==> src/rtl/ctbs_regs.svh <==
// Purpose: Constants of the transfer, bit and shift execution group
// Assumes: Included by the design files by bare name
// Notes: Definitions only
`ifndef CTBS_REGS_SVH
`define CTBS_REGS_SVH

// ----------------------------------------------------------------
// Status flag positions
// ----------------------------------------------------------------
`define CTBS_STATUS_FLAGS_REGISTER_C 3'd0
`define CTBS_STATUS_FLAGS_REGISTER_Z 3'd1
`define CTBS_STATUS_FLAGS_REGISTER_N 3'd2
`define CTBS_STATUS_FLAGS_REGISTER_V 3'd3
`define CTBS_STATUS_FLAGS_REGISTER_S 3'd4
`define CTBS_STATUS_FLAGS_REGISTER_H 3'd5
`define CTBS_STATUS_FLAGS_REGISTER_T 3'd6
`define CTBS_STATUS_FLAGS_REGISTER_I 3'd7

// ----------------------------------------------------------------
// Reset values and fixed operands
// ----------------------------------------------------------------
`define CTBS_STATUS_FLAGS_REGISTER_RESET 8'h00
`define CTBS_R0_INDEX 5'h00
`define CTBS_Z_STEP 16'h0001

`endif

==> src/rtl/ctbs_pkg.sv <==
// Purpose: Types of the transfer, bit and shift execution group
// Assumes: Fixed 8-bit data, 16-bit program pointer, 6-bit I/O address
// Notes: Constants live in ctbs_regs.svh
package ctbs_pkg;

	typedef enum logic [4:0] {
		OP_NOP = 5'h00,
		OP_PROGRAM_MEMORY_READ_R0 = 5'h01,
		OP_PROGRAM_MEMORY_READ = 5'h02,
		OP_PROGRAM_MEMORY_READ_INC = 5'h03,
		OP_PROGRAM_MEMORY_WRITE = 5'h04,
		OP_IO_IN = 5'h05,
		OP_IO_OUT = 5'h06,
		OP_PUSH = 5'h07,
		OP_POP = 5'h08,
		OP_IO_BIT_SET = 5'h09,
		OP_IO_BIT_CLEAR = 5'h0a,
		OP_LOGICAL_LEFT_SHIFT = 5'h0b,
		OP_LOGICAL_RIGHT_SHIFT = 5'h0c,
		OP_ROTATE_LEFT_CARRY = 5'h0d,
		OP_ROTATE_RIGHT_CARRY = 5'h0e,
		OP_ARITHMETIC_RIGHT_SHIFT = 5'h0f,
		OP_NIBBLE_SWAP = 5'h10,
		OP_FLAG_SET_GENERIC = 5'h11,
		OP_FLAG_CLEAR_GENERIC = 5'h12,
		OP_BIT_TO_TRANSFER_FLAG = 5'h13,
		OP_BIT_FROM_TRANSFER_FLAG = 5'h14,
		OP_CARRY_FORCE_ONE = 5'h15,
		OP_CARRY_FORCE_ZERO = 5'h16
	} ctbs_op_t;

	// Gray along idle -> step1 -> step2
	typedef enum logic [1:0] {
		ST_IDLE = 2'b00,
		ST_STEP1 = 2'b01,
		ST_STEP2 = 2'b11
	} ctbs_state_t;

	typedef struct packed {
		ctbs_op_t op;
		logic [4:0] dst;
		logic [7:0] dst_val;
		logic [7:0] src_val;
		logic [5:0] io_addr;
		logic [2:0] bit_sel;
		logic [15:0] z;
		logic [15:0] word;
	} ctbs_cmd_t;

	typedef struct packed {
		logic en;
		logic [4:0] idx;
		logic [7:0] data;
	} ctbs_rf_wr_t;

	typedef struct packed {
		logic en;
		logic [15:0] data;
	} ctbs_z_wr_t;

	typedef struct packed {
		logic rd_en;
		logic wr_en;
		logic [15:0] addr;
		logic [15:0] wdata;
	} ctbs_pm_t;

	typedef struct packed {
		logic en;
		logic [5:0] addr;
		logic [7:0] data;
	} ctbs_io_wr_t;

	typedef struct packed {
		logic push;
		logic pop;
		logic [7:0] wdata;
	} ctbs_stk_t;

	typedef struct packed {
		logic [7:0] result;
		logic c;
		logic z;
		logic n;
		logic v;
	} ctbs_shift_t;

endpackage

==> src/rtl/ctbs_shifter.sv <==
// Purpose: Combinational shift and rotate unit with flag results
// Assumes: Caller applies the result only for shift opcodes
// Notes: Overflow is negative xor carry of the result
`timescale 1ns/1ns
`include "ctbs_regs.svh"

module ctbs_shifter (
	input wire ctbs_pkg::ctbs_op_t op,
	input wire logic [7:0] value,
	input wire logic carry_in,
	output ctbs_pkg::ctbs_shift_t res
);
	import ctbs_pkg::*;

	always_comb begin
		res.result = value;
		res.c = carry_in;
		case (op)
			OP_LOGICAL_LEFT_SHIFT: begin
				res.result = {value[6:0], 1'b0};
				res.c = value[7];
			end
			OP_LOGICAL_RIGHT_SHIFT: begin
				res.result = {1'b0, value[7:1]};
				res.c = value[0];
			end
			OP_ROTATE_LEFT_CARRY: begin
				res.result = {value[6:0], carry_in};
				res.c = value[7];
			end
			OP_ROTATE_RIGHT_CARRY: begin
				res.result = {carry_in, value[7:1]};
				res.c = value[0];
			end
			OP_ARITHMETIC_RIGHT_SHIFT: begin
				res.result = {value[7], value[7:1]};
				res.c = value[0];
			end
			default: begin
				res.result = value;
				res.c = carry_in;
			end
		endcase
		res.n = res.result[7];
		res.z = (res.result == 8'h00);
		res.v = res.result[7] ^ res.c;
	end

endmodule

==> src/rtl/ctbs_core.sv <==
// Purpose: Executes transfer, I/O bit, shift and flag instructions of an 8-bit core
// Assumes: Register file operands arrive with the command; io_rd_data is the
//          I/O register at cmd.io_addr in the same cycle; the stack top byte is
//          read during the pop strobe; program memory returns read data in the
//          cycle after its read strobe
// Notes: Owns the status flags; the rest of the core may load them when idle and no command is accepted
`timescale 1ns/1ns
`include "ctbs_regs.svh"

// Behaviour
// - Implied read loads program byte into R0
// - Post-increment read loads byte, bumps Z
// - Program store writes R1:R0 at Z
// - Input copies I/O register in one cycle
// - Output writes I/O register in one cycle
// - Push stores source over two cycles
// - Pop loads destination over two cycles
// - I/O bit set/clear, two cycles
// - Left shift, zero fill, four flags
// - Right shift, zero fill, carry gets bit0
// - Rotate left through carry, four flags
// - Rotate right through carry, four flags
// - Nibble swap, no flag change
// - Generic flag set/clear, one bit only
// - Selected source bit copied into T
// - Carry forced to one or zero
module ctbs_core (
	input wire logic clk,
	input wire logic rstn,
	input wire logic cmd_valid,
	input wire ctbs_pkg::ctbs_cmd_t cmd,
	output logic cmd_ready,
	input wire logic [7:0] io_rd_data,
	input wire logic [15:0] pm_rd_data,
	input wire logic [7:0] stack_rd_data,
	input wire logic status_flags_register_load_en,
	input wire logic [7:0] status_flags_register_load_val,
	output ctbs_pkg::ctbs_rf_wr_t rf_wr,
	output ctbs_pkg::ctbs_z_wr_t z_wr,
	output ctbs_pkg::ctbs_pm_t pm,
	output ctbs_pkg::ctbs_io_wr_t io_wr,
	output ctbs_pkg::ctbs_stk_t stk,
	output logic [7:0] status_flags_register,
	output logic done
);
	import ctbs_pkg::*;

	// ----------------------------------------------------------------
	// State
	// ----------------------------------------------------------------
	typedef struct packed {
		ctbs_state_t state;
		ctbs_op_t pend_op;
		logic [4:0] pend_dst;
		logic pend_odd;
		logic ready;
		logic done;
		ctbs_rf_wr_t rf_wr;
		ctbs_z_wr_t z_wr;
		ctbs_pm_t pm;
		ctbs_io_wr_t io_wr;
		ctbs_stk_t stk;
		logic [7:0] status_flags_register;
	} ctbs_core_st_t;

	ctbs_core_st_t st_q;
	ctbs_core_st_t st_d;
	ctbs_shift_t shift_res;
	logic accept;

	// ----------------------------------------------------------------
	// Helpers
	// ----------------------------------------------------------------
	// Program memory is word wide; Z bit 0 picks the byte
	function automatic logic [7:0] pm_byte(input logic [15:0] word, input logic odd);
		pm_byte = odd ? word[15:8] : word[7:0];
	endfunction

	function automatic logic [7:0] put_bit(input logic [7:0] value, input logic [2:0] pos,
		input logic level);
		logic [7:0] tmp;
		tmp = value;
		tmp[pos] = level;
		put_bit = tmp;
	endfunction

	// ----------------------------------------------------------------
	// Shift unit
	// ----------------------------------------------------------------
	ctbs_shifter u_shifter (
		.op(cmd.op),
		.value(cmd.dst_val),
		.carry_in(st_q.status_flags_register[`CTBS_STATUS_FLAGS_REGISTER_C]),
		.res(shift_res)
	);

	assign accept = cmd_valid && st_q.ready;

	// ----------------------------------------------------------------
	// Next state
	// ----------------------------------------------------------------
	always_comb begin
		st_d = st_q;
		st_d.done = 1'b0;
		st_d.rf_wr.en = 1'b0;
		st_d.z_wr.en = 1'b0;
		st_d.pm.rd_en = 1'b0;
		st_d.pm.wr_en = 1'b0;
		st_d.io_wr.en = 1'b0;
		st_d.stk.push = 1'b0;
		st_d.stk.pop = 1'b0;
		case (st_q.state)
			ST_IDLE: begin
				if (accept) begin
					st_d.pend_op = cmd.op;
					st_d.pend_dst = cmd.dst;
					st_d.pend_odd = cmd.z[0];
					case (cmd.op)
						OP_PROGRAM_MEMORY_READ_R0: begin
							st_d.pm.rd_en = 1'b1;
							st_d.pm.addr = cmd.z;
							st_d.pend_dst = `CTBS_R0_INDEX;
							st_d.ready = 1'b0;
							st_d.state = ST_STEP1;
						end
						OP_PROGRAM_MEMORY_READ, OP_PROGRAM_MEMORY_READ_INC: begin
							st_d.pm.rd_en = 1'b1;
							st_d.pm.addr = cmd.z;
							st_d.ready = 1'b0;
							st_d.state = ST_STEP1;
							if (cmd.op == OP_PROGRAM_MEMORY_READ_INC) begin
								st_d.z_wr.en = 1'b1;
								st_d.z_wr.data = cmd.z + `CTBS_Z_STEP;
							end
						end
						OP_PROGRAM_MEMORY_WRITE: begin
							st_d.pm.wr_en = 1'b1;
							st_d.pm.addr = cmd.z;
							st_d.pm.wdata = cmd.word;
							st_d.done = 1'b1;
						end
						OP_IO_IN: begin
							st_d.rf_wr.en = 1'b1;
							st_d.rf_wr.idx = cmd.dst;
							st_d.rf_wr.data = io_rd_data;
							st_d.done = 1'b1;
						end
						OP_IO_OUT: begin
							st_d.io_wr.en = 1'b1;
							st_d.io_wr.addr = cmd.io_addr;
							st_d.io_wr.data = cmd.src_val;
							st_d.done = 1'b1;
						end
						OP_PUSH: begin
							st_d.stk.push = 1'b1;
							st_d.stk.wdata = cmd.src_val;
							st_d.ready = 1'b0;
							st_d.state = ST_STEP1;
						end
						OP_POP: begin
							st_d.stk.pop = 1'b1;
							st_d.ready = 1'b0;
							st_d.state = ST_STEP1;
						end
						OP_IO_BIT_SET, OP_IO_BIT_CLEAR: begin
							st_d.io_wr.en = 1'b1;
							st_d.io_wr.addr = cmd.io_addr;
							st_d.io_wr.data = put_bit(io_rd_data, cmd.bit_sel, cmd.op == OP_IO_BIT_SET);
							st_d.ready = 1'b0;
							st_d.state = ST_STEP1;
						end
						OP_LOGICAL_LEFT_SHIFT, OP_LOGICAL_RIGHT_SHIFT, OP_ROTATE_LEFT_CARRY,
						OP_ROTATE_RIGHT_CARRY, OP_ARITHMETIC_RIGHT_SHIFT: begin
							st_d.rf_wr.en = 1'b1;
							st_d.rf_wr.idx = cmd.dst;
							st_d.rf_wr.data = shift_res.result;
							// Only Z, C, N, V move; S, H, T, I stay
							st_d.status_flags_register[`CTBS_STATUS_FLAGS_REGISTER_C] = shift_res.c;
							st_d.status_flags_register[`CTBS_STATUS_FLAGS_REGISTER_Z] = shift_res.z;
							st_d.status_flags_register[`CTBS_STATUS_FLAGS_REGISTER_N] = shift_res.n;
							st_d.status_flags_register[`CTBS_STATUS_FLAGS_REGISTER_V] = shift_res.v;
							st_d.done = 1'b1;
						end
						OP_NIBBLE_SWAP: begin
							st_d.rf_wr.en = 1'b1;
							st_d.rf_wr.idx = cmd.dst;
							st_d.rf_wr.data = {cmd.dst_val[3:0], cmd.dst_val[7:4]};
							st_d.done = 1'b1;
						end
						OP_FLAG_SET_GENERIC: begin
							st_d.status_flags_register[cmd.bit_sel] = 1'b1;
							st_d.done = 1'b1;
						end
						OP_FLAG_CLEAR_GENERIC: begin
							st_d.status_flags_register[cmd.bit_sel] = 1'b0;
							st_d.done = 1'b1;
						end
						OP_BIT_TO_TRANSFER_FLAG: begin
							st_d.status_flags_register[`CTBS_STATUS_FLAGS_REGISTER_T] = cmd.src_val[cmd.bit_sel];
							st_d.done = 1'b1;
						end
						OP_BIT_FROM_TRANSFER_FLAG: begin
							st_d.rf_wr.en = 1'b1;
							st_d.rf_wr.idx = cmd.dst;
							st_d.rf_wr.data = put_bit(cmd.dst_val, cmd.bit_sel, st_q.status_flags_register[`CTBS_STATUS_FLAGS_REGISTER_T]);
							st_d.done = 1'b1;
						end
						OP_CARRY_FORCE_ONE: begin
							st_d.status_flags_register[`CTBS_STATUS_FLAGS_REGISTER_C] = 1'b1;
							st_d.done = 1'b1;
						end
						OP_CARRY_FORCE_ZERO: begin
							st_d.status_flags_register[`CTBS_STATUS_FLAGS_REGISTER_C] = 1'b0;
							st_d.done = 1'b1;
						end
						default: begin
							st_d.done = 1'b1;
						end
					endcase
				end else if (status_flags_register_load_en) begin
					// Flag updates from the rest of the core, only between commands
					st_d.status_flags_register = status_flags_register_load_val;
				end
			end
			ST_STEP1: begin
				case (st_q.pend_op)
					OP_PROGRAM_MEMORY_READ_R0, OP_PROGRAM_MEMORY_READ, OP_PROGRAM_MEMORY_READ_INC: begin
						st_d.state = ST_STEP2;
					end
					OP_POP: begin
						st_d.rf_wr.en = 1'b1;
						st_d.rf_wr.idx = st_q.pend_dst;
						st_d.rf_wr.data = stack_rd_data;
						st_d.ready = 1'b1;
						st_d.done = 1'b1;
						st_d.state = ST_IDLE;
					end
					default: begin
						// Push and I/O bit ops spend their second cycle here
						st_d.ready = 1'b1;
						st_d.done = 1'b1;
						st_d.state = ST_IDLE;
					end
				endcase
			end
			ST_STEP2: begin
				st_d.rf_wr.en = 1'b1;
				st_d.rf_wr.idx = st_q.pend_dst;
				st_d.rf_wr.data = pm_byte(pm_rd_data, st_q.pend_odd);
				st_d.ready = 1'b1;
				st_d.done = 1'b1;
				st_d.state = ST_IDLE;
			end
			default: begin
				st_d.ready = 1'b1;
				st_d.state = ST_IDLE;
			end
		endcase
	end

	// ----------------------------------------------------------------
	// Registers
	// ----------------------------------------------------------------
	always_ff @(posedge clk or negedge rstn) begin
		if (!rstn) begin
			st_q <= '0;
			st_q.state <= ST_IDLE;
			st_q.pend_op <= OP_NOP;
			st_q.ready <= 1'b1;
			st_q.status_flags_register <= `CTBS_STATUS_FLAGS_REGISTER_RESET;
		end else begin
			st_q <= st_d;
		end
	end

	// ----------------------------------------------------------------
	// Outputs
	// ----------------------------------------------------------------
	assign cmd_ready = st_q.ready;
	assign done = st_q.done;
	assign rf_wr = st_q.rf_wr;
	assign z_wr = st_q.z_wr;
	assign pm = st_q.pm;
	assign io_wr = st_q.io_wr;
	assign stk = st_q.stk;
	assign status_flags_register = st_q.status_flags_register;

endmodule

==> config.mk <==
export PLATFORM = sky130hd
export DESIGN_NAME = ctbs_core
export DESIGN_NICKNAME = d
export VERILOG_FILES = /design/src/rtl/ctbs_pkg.sv /design/src/rtl/ctbs_shifter.sv /design/src/rtl/ctbs_core.sv
export VERILOG_INCLUDE_DIRS = /design/src /design/src/rtl
export SDC_FILE = /design/constraint.sdc
export NUM_CORES = 1
export LEC_CHECK = 0
export BUFFER_PORTS_ARGS = -buffer_cell sky130_fd_sc_hd__buf_4
export CORE_ASPECT_RATIO = 1.2
export CORE_MARGIN = 2
export CORE_UTILIZATION = 52
export DETAILED_ROUTE_END_ITERATION = 10
export PLACE_DENSITY = 0.81
export SLEW_MARGIN = 20
export SYNTH_ARGS = -nofsm -noshare
export SYNTH_HDL_FRONTEND = slang
export SYNTH_HIERARCHICAL = 1
export SYNTH_SLANG_ARGS = --single-unit
==> constraint.sdc <==
create_clock -name clk -period 2.7 [get_ports clk]
set_input_delay 0.135 -clock clk [delete_from_list [all_inputs] [get_ports clk]]
set_output_delay 0.135 -clock clk [all_outputs]
set_load 0.02 [all_outputs]
# [Word level (Yosys, flattened, before mapping)]
# Index checks and enable logic that the tools add are counted.
# W data, S select, Z words.
[op_classes] bitwise=4 magnitude_cmp=2 eq_ne=37 muxes=38 addsub=1 n_reduce_logical=27
[ops] op="$mux W105" count=1
[ops] op="$mux W84" count=1
[ops] op="$pmux W14 S4" count=1
[ops] op="$eq A5 B4 Y1 const B" count=9
[ops] op="$pmux W15 S3" count=1
[ops] op="$pmux W9 S5" count=1
[ops] op="$eq A5 B5 Y1 const B" count=7
[ops] op="$mux W17" count=2
[ops] op="$mux W16" count=2
[ops] op="$mux W8" count=4
[ops] op="$pmux W15 S2" count=1
[ops] op="$reduce_and A3 Y1" count=9
[ops] op="$eq A5 B2 Y1 const B" count=4
[ops] op="$eq A5 B3 Y1 const B" count=4
[ops] op="$add A16 B1 Y16 const B" count=1
[ops] op="$bwmux W8" count=2
[ops] op="$mux W14" count=1
[ops] op="$eq A5 B1 Y1 const B" count=2
[ops] op="$pmux W3 S3" count=1
[ops] op="$and A8 B8 Y8" count=1
[ops] op="$logic_not A8 Y1" count=1
[ops] op="$mux W1" count=8
[ops] op="$ne A4 B1 Y1 const B" count=2
[ops] op="$not A8 Y8" count=1
[ops] op="30 further kinds" count=42
[totals] wordCells=134 inputBits=111 output_inout_bits=100 ff_bits=113

# [Logic depth before layout (Yosys ltp)]
# Gate-level depths: netlist (run 1).
[depth] word_depth=9 ltp_mapped=10 mapped_depth_nobuf=9

# [By module]
# Netlist (run 1), hierarchy kept.
[modules_own_cells] module="ctbs_core" seq_area_each_um2=2829.0 cells_per_inst=641 area_each_um2=6572.6 instances=1
[modules_own_cells] module="ctbs_shifter" seq_area_each_um2=0.0 cells_per_inst=44 area_each_um2=324.1 instances=1

# [Least setup slack after synthesis (run 1)]
# Ideal clock, no wire load.
[synth_timing] path_kind="input port to flip-flop" startpoint="input port cmd[64] in the netlist's numbering" endpoint="register, netlist name status_flags_register[1]" arrival_time_ns=1.988 cell_stages=10 t_required_ns=2.618 n_path_buf=1 path_slack_ns=0.630 setup_time_ns=0.082 path_cell_list="buf_6 > xor2_1 > and3_4 > a221o_1 > or4_1 > nor3_2 > a21oi_1 > a211oi_1 > o21ai_0 > a31oi_1"
[synth_rtl] element="from (decl)" line="ctbs_core.sv:31" rtl="input wire ctbs_pkg::ctbs_cmd_t cmd,"

# [Final worst setup path (run 1)]
[layout_timing] startpoint="register st_q, in the netlist cmd_ready" endpoint="register st_q, in the netlist pm[10]"
[layout_via] elab_chain_len=2
[layout_rtl] element="from (decl)" line="ctbs_core.sv:66" rtl="ctbs_core_st_t st_q;"
[layout_rtl] element="from (signal assigned)" line="ctbs_core.sv:272" rtl="st_q <= st_d;"
[layout_rtl] element="$logic_and A1 B1 Y1" line="ctbs_core.sv:97" rtl="assign accept = cmd_valid && st_q.ready;"
[layout_rtl] element="$reduce_and A3 Y1 (no source line)"
# Every way passes these cells.
# A chain may end at the register's enable or synchronous reset.

==> results of run 1 <==
area by class of cell:
class	count	area, um2
Clock buffer	17	425
Clock inverter	15	135
Fill cell	970	4190
Inverter	13	53.8
Multi-Input combinational cell	423	3060
Sequential cell	113	2830
Tap cell	168	210
Timing Repair Buffer	271	2160
registers in the layout, indices dropped and copies added (netlist names), named ones only:
register and flops:
st_q 13, rf_wr 14, io_wr 15, cmd_ready 1
done 1, stk 10, z_wr 17, status_flags_register 5
pm 34
what timing repair did:
| action | in CTS | in global routing |
|---|---|---|
| gates resized for setup | 0 | 0 |
| setup buffers | 0 | 0 |
| hold buffers | 45 | 0 |
| hold endpoints to repair | 73 | 0 |
cell families after synthesis:
family          count (synthesis)
xor+xnor                       18
fa+ha+maj                       1
simple gates                  185
mux                            74
buf+inv                       149
flops                         113
compound gates                145
routing by layer:
layer	part of all wire, %	wire length (um)	track usage [%]
met1	39	7860	34.1
met2	51	10300	50.1
met3	6.5	1310	4.50
met4	3.8	770	13.4
met5	0	0	0
critical path: cells and delay by family, from the launching register on:
| family | cells | cell delay [ns] |
|---|---|---|
| flops | 1 | 0.56 |
| mux | 1 | 0.48 |
| simple gates | 3 | 1.25 |
placed cells by master (no fill, tap or decap), types with 4 or more instances in the layout:
| master | n |
|---|---|
| a21oi_1 | 10 |
| nand2_1 | 75 |
| a32o_1 | 9 |
| dlygate4sd3_1 | 45 |
| nand3b_1 | 4 |
| clkinv_2 | 4 |
| nor3_1 | 7 |
| xnor2_1 | 7 |
| a221o_1 | 9 |
| dfrtp_1 | 112 |
| nor2b_1 | 7 |
| mux2_2 | 64 |
| nor3_2 | 4 |
| a22oi_1 | 8 |
| nand4_1 | 5 |
| clkinv_4 | 6 |
| and2_1 | 7 |
| a22o_1 | 19 |
| mux2i_1 | 9 |
| o21ai_0 | 30 |
| a31oi_1 | 15 |
| nand3_1 | 7 |
| nor2_1 | 28 |
| and3_1 | 8 |
| clkbuf_16 | 17 |
| xor2_1 | 11 |
| nor3b_1 | 7 |
| a21o_1 | 6 |
| inv_1 | 12 |
| buf_4 | 225 |
power breakdown:
group          switching, mW  total [mW]  internal (mW)
registers             0.0164        1.72           1.70
logic                  0.260       0.514          0.254
clock network          0.845        2.12           1.27
stage by stage:
| step | power (mW) | instances |
|---|---|---|
| 2_1_floorplan | 1.96 | 685 |
| 3_3_place_gp | 2.20 | 943 |
| 3_5_place_dp | 2.20 | 943 |
| 4_1_cts | 4.38 | 1020 |
| 5_1_grt | 4.52 | 1020 |
| 6_report | 4.35 | 1020 |
path summary, 6_finish.rpt:
path	startpoint	end	slack [ns]	depth (start not counted)
max	cmd_ready	pm[10]	0.28	4
min	cmd[23]	pm[23]	0.02	2
max reg2reg	cmd_ready	pm[10]	0.28	4
min reg2reg	rf_wr[12]	rf_wr[12]	0.48	1
max in group asynchronous	rstn	status_flags_register[1]	1.71	3
min in group asynchronous	rstn	z_wr[5]	0.21	2
==> impl_metrics.tcl, run 1 <==
set metrics [dict create \
    power_density_nw_per_um2 490 \
    yosysMostFrequentCell "dfrtp_1" \
    outcome "finished, final reports clean" \
    coreArea_um2 13100 \
    syn_area_per_cell_um2 10.1 \
    synthToLayoutAreaGrowth_pct 28.7 \
    synth.distinct_cells 76 \
    end_kind "flip-flop" \
    synthTopCellsByArea "dfrtp_1, buf_4, mux2_2" \
    critPathMaxFanout 17 \
    fin_util_pct 67.9 \
    slew_violations 0 \
    worst_slack_ns 0.279 \
    ys_ff_latch 113 \
    start_kind "flip-flop" \
    yosys_warnings 6 \
    grt_max_degree 86 \
    synth.area.mux_share_pct 12.0 \
    hold_slack_ns 0.0175 \
    dp_slack_ns 0.263 \
    die_area_um2 14200 \
    vias 5863 \
    grt_first_pass_wirelength_um 30700 \
    htreeDepth 4 \
    critPathMaxStageDelay_ns 0.65 \
    vias_per_cell 5.75 \
    antennaDiodeCount 0 \
    tightest_slew_ns 0.950 \
    num_rows 46 \
    cts.sinks 113 \
    cts_tree "built" \
    synth_area_um2 6900 \
    leakage_nw 4.39 \
    clockRootBuffer "clkbuf_16" \
    die_h_um 130 \
    start_util_pct 52.8 \
    synth_top_area_cell "dfrtp_1" \
    drc_errors 0 \
    grt.overflow.total 0 \
    gp_congestion 1.02 \
    drt_iter0_markers 398 \
    synth_top_area_share_pct 40.6 \
    synth_top_family_by_area "compound AO/OA/AOI/OAI gates" \
    crit_arrival_ns 2.70 \
    fin_nets 951 \
    first_global_vias 5951 \
    insertion_delay_ns 0.40 \
    place_area_um2 7870 \
    drtPass1Iterations 5 \
    antenna_found_initial 0 \
    worstPathCellList "nand2_1, nor3_2, nand4_2, mux2_2" \
    dpl.hpwl_um 14700 \
    maxCapViolCount 0 \
    fin_skew_ns 0.00944 \
    synth_compound_area_share_pct 15.5 \
    numPortBuffers 210 \
    fmaxAchievable_ghz 0.413 \
    peakVddDrop_mv 0.419 \
    syn_nets 797 \
    cts_inserted_buffers 17 \
    relSlewSlack_pct 36.5 \
    critPathRequiredTime_ns 2.98 \
    finalSetupViolations 0 \
    die_x_um 109 \
    fin_area_um2 8880 \
    synth_cells 685 \
    grt.total_usage_pct 28.6 \
    ios 211 \
    clkTransAtPathRegs_ns 0.05 \
    finalCritPeriodShare_pct 89.7 \
    fin_crit_ns 2.42 \
    ant_nets 0 \
    ys_seq_area_share_pct 41.0 \
    synth_enable_flop_cells 0 \
    final_hold_viol_count 0 \
    synthTopCellsByCount "dfrtp_1, buf_4, nand2_1, mux2_2, o21ai_0" \
    synthSimpleGateAreaFrac_pct 14.4 \
    drive_above_1_share_pct 40.6 \
    synth_xor_area_share_pct 2.29 \
    grt_setup_unrepaired "no" \
    synthFlopType "dfrtp_1" \
    tns_ns 0 \
    post_drt_wl_per_cell_um 19.9 \
    critPathKind "reg2reg" \
    wl_um 20200 \
    hold_path.class "in2reg" \
    async_flop_share_pct 100 \
    max-clock-path-buffers 2 \
    synthAdderAreaFrac_pct 0.181 \
    slowest_stage "nand4_2" \
]
Note: power is estimated with default switching activity, not from simulation.
==> run 2, diff against run 1 <==
--- a/config.mk
+++ b/config.mk
@@ -11,6 +11,7 @@
 export CORE_MARGIN = 2
 export CORE_UTILIZATION = 52
 export DETAILED_ROUTE_END_ITERATION = 10
+export HOLD_SLACK_MARGIN = 0.03
 export PLACE_DENSITY = 0.81
 export SLEW_MARGIN = 20
 export SYNTH_ARGS = -nofsm -noshare
==> impl_metrics.tcl, run 2 (synthesis gave the netlist of run 1 again) <==
set metrics [dict create \
    grt.total_usage_pct 29.3 \
    tightest_slew_ns 0.935 \
    numPortBuffers 210 \
    slew_violations 0 \
    critPathRequiredTime_ns 2.98 \
    post-place-cells 943 \
    rr_worst_depth 4 \
    maxCapViolCount 0 \
    slowest_stage "nand4_2" \
    clockRootBuffer "clkbuf_16" \
    first_global_vias 6010 \
    die_x_um 109 \
    tns_ns 0 \
    largest_register_ff_count 34 \
    critPathMaxFanout 17 \
    post_drt_wl_per_cell_um 20.1 \
    outcome "finished, final reports clean" \
    power_frac_comb_pct 12.1 \
    final_cell_mix "buf_4, dfrtp_1, nand2_1" \
    cts_inserted_buffers 17 \
    worstPathCellList "nand2_1, nor3_2, nand4_2, mux2_2" \
    final_common_cell "buf_4" \
    die_h_um 130 \
    synthToLayoutAreaGrowth_pct 30.3 \
    fin_crit_ns 2.42 \
    htreeDepth 4 \
    timing.rr.end "pm[11]" \
    hold_path.class "in2reg" \
    finalSetupViolations 0 \
    fin_skew_ns 0.0130 \
    num_rows 46 \
    critPathKind "reg2reg" \
    cts-resized-gates 0 \
    relSlewSlack_pct 37.5 \
    drive_above_1_share_pct 40.1 \
    coreArea_um2 13100 \
    start_util_pct 52.8 \
    die_area_um2 14200 \
    cts_tree "built" \
    vias 5846 \
    drc_errors 0 \
    antennaDiodeCount 0 \
    max-clock-path-buffers 2 \
    min_from "cmd[65]" \
    drtPass1Iterations 5 \
    swShare_pct 25.7 \
    seqPwrFrac_pct 39.5 \
    insertion_delay_ns 0.40 \
    drt_iter0_markers 466 \
    clkTransAtPathRegs_ns 0.06 \
    peakVddDrop_mv 0.422 \
    p_clk_share_pct 48.5 \
    p_switching_mw 1.12 \
    gp_congestion 1.02 \
    fillers 956 \
    fmaxAchievable_ghz 0.413 \
    reg2reg_slack_ns 0.28 \
    start_kind "flip-flop" \
    wl_um 20700 \
    dpl.hpwl_um 14700 \
    grt_max_degree 86 \
    timing.rr.start "cmd_ready" \
    vias_per_cell 5.67 \
    holdPathEnd "st_q[109]" \
    internal-power_mw 3.24 \
    final_hold_viol_count 0 \
    ios 211 \
    crit_arrival_ns 2.70 \
    hold_depth 3 \
    finalCritPeriodShare_pct 89.7 \
    grt_first_pass_wirelength_um 31400 \
    ant_nets 0 \
    leakage_nw 4.44 \
    grt.overflow.total 0 \
    layoutNonFillerInstCount 1031 \
    cts.sinks 113 \
    critPathMaxStageDelay_ns 0.65 \
    fin_nets 962 \
    power_density_nw_per_um2 486 \
    grt_setup_unrepaired "no" \
    end_kind "flip-flop" \
    antenna_found_initial 0 \
]
[run 2: cell types whose count changed in the layout (fill, tap and decap cells not counted), sizes merged]
cell | before | now
dlygate4sd3 | 45 | 56
[run 2: routing by layer]
layer  global-route usage (%)  wire length, um
met5                        0                0
met4                     14.1              749
met1                     34.5             8030
met3                     4.70             1230
met2                     51.9            10700
[run 2: power groups by stage]
stage / clock network (mW) / registers [mW] / logic [mW]
3_5_place_dp: 0 / 1.75 / 0.452
3_3_place_gp: 0 / 1.75 / 0.446
2_1_floorplan: 0 / 1.74 / 0.215
5_1_grt: 2.25 / 1.72 / 0.568
4_1_cts: 2.15 / 1.72 / 0.520
6_report: 2.11 / 1.72 / 0.528
[run 2: timing repair]
item                      CTS  global route
setup buffers               0             0
hold endpoints to repair   85             0
hold buffers               56             0
[run 2: worst max-delay path, delay by kind of cell, from the launching register on]
family,cells,cell delay (ns)
flops,1,0.56
mux,1,0.50
simple gates,3,1.24
[run 2: layout make-up]
class	count	area, um2	share of cell area [%]
Sequential cell	113	2830	31.5
Timing Repair Buffer	282	2270	25.3
Multi-Input combinational cell	423	3060	34.1
Inverter	13	53.8	0.599
Tap cell	168	210	2.34
Clock inverter	15	135	1.50
Clock buffer	17	425	4.73
[run 2: worst max-delay path by stage]
stage              start                       end  slack (ns)  cells past startpoint
2_1_floorplan    cmd[64]  status_flags_register[1]        0.63                     10
3_3_place_gp     cmd[64]  status_flags_register[1]        0.26                     10
3_5_place_dp     cmd[65]  status_flags_register[1]        0.26                     10
4_1_cts        cmd_ready                    pm[10]        0.25                      4
5_1_grt        cmd_ready                    pm[11]        0.07                      4
6_report       cmd_ready                    pm[11]        0.28                      4
[run 2: metrics by stage]
| stage | worst slack (ns) | hold WS (ns) | total power [mW] | utilization (%) | area, um2 |
|---|---|---|---|---|---|
| floorplan | 0.630 | -0.161 | 1.96 | - | 6900 |
| finish | 0.279 | 0.0870 | 4.36 | 68.8 | 8990 |
| detailed placement | 0.263 | 0.0863 | 2.20 | 60.2 | 7870 |
| CTS | 0.246 | 0.0665 | 4.39 | 68.8 | 8990 |
| global route | 0.0697 | 0.0724 | 4.54 | 68.8 | 8990 |
| global placement | 0.256 | 0.0760 | 2.20 | 60.2 | 7870 |
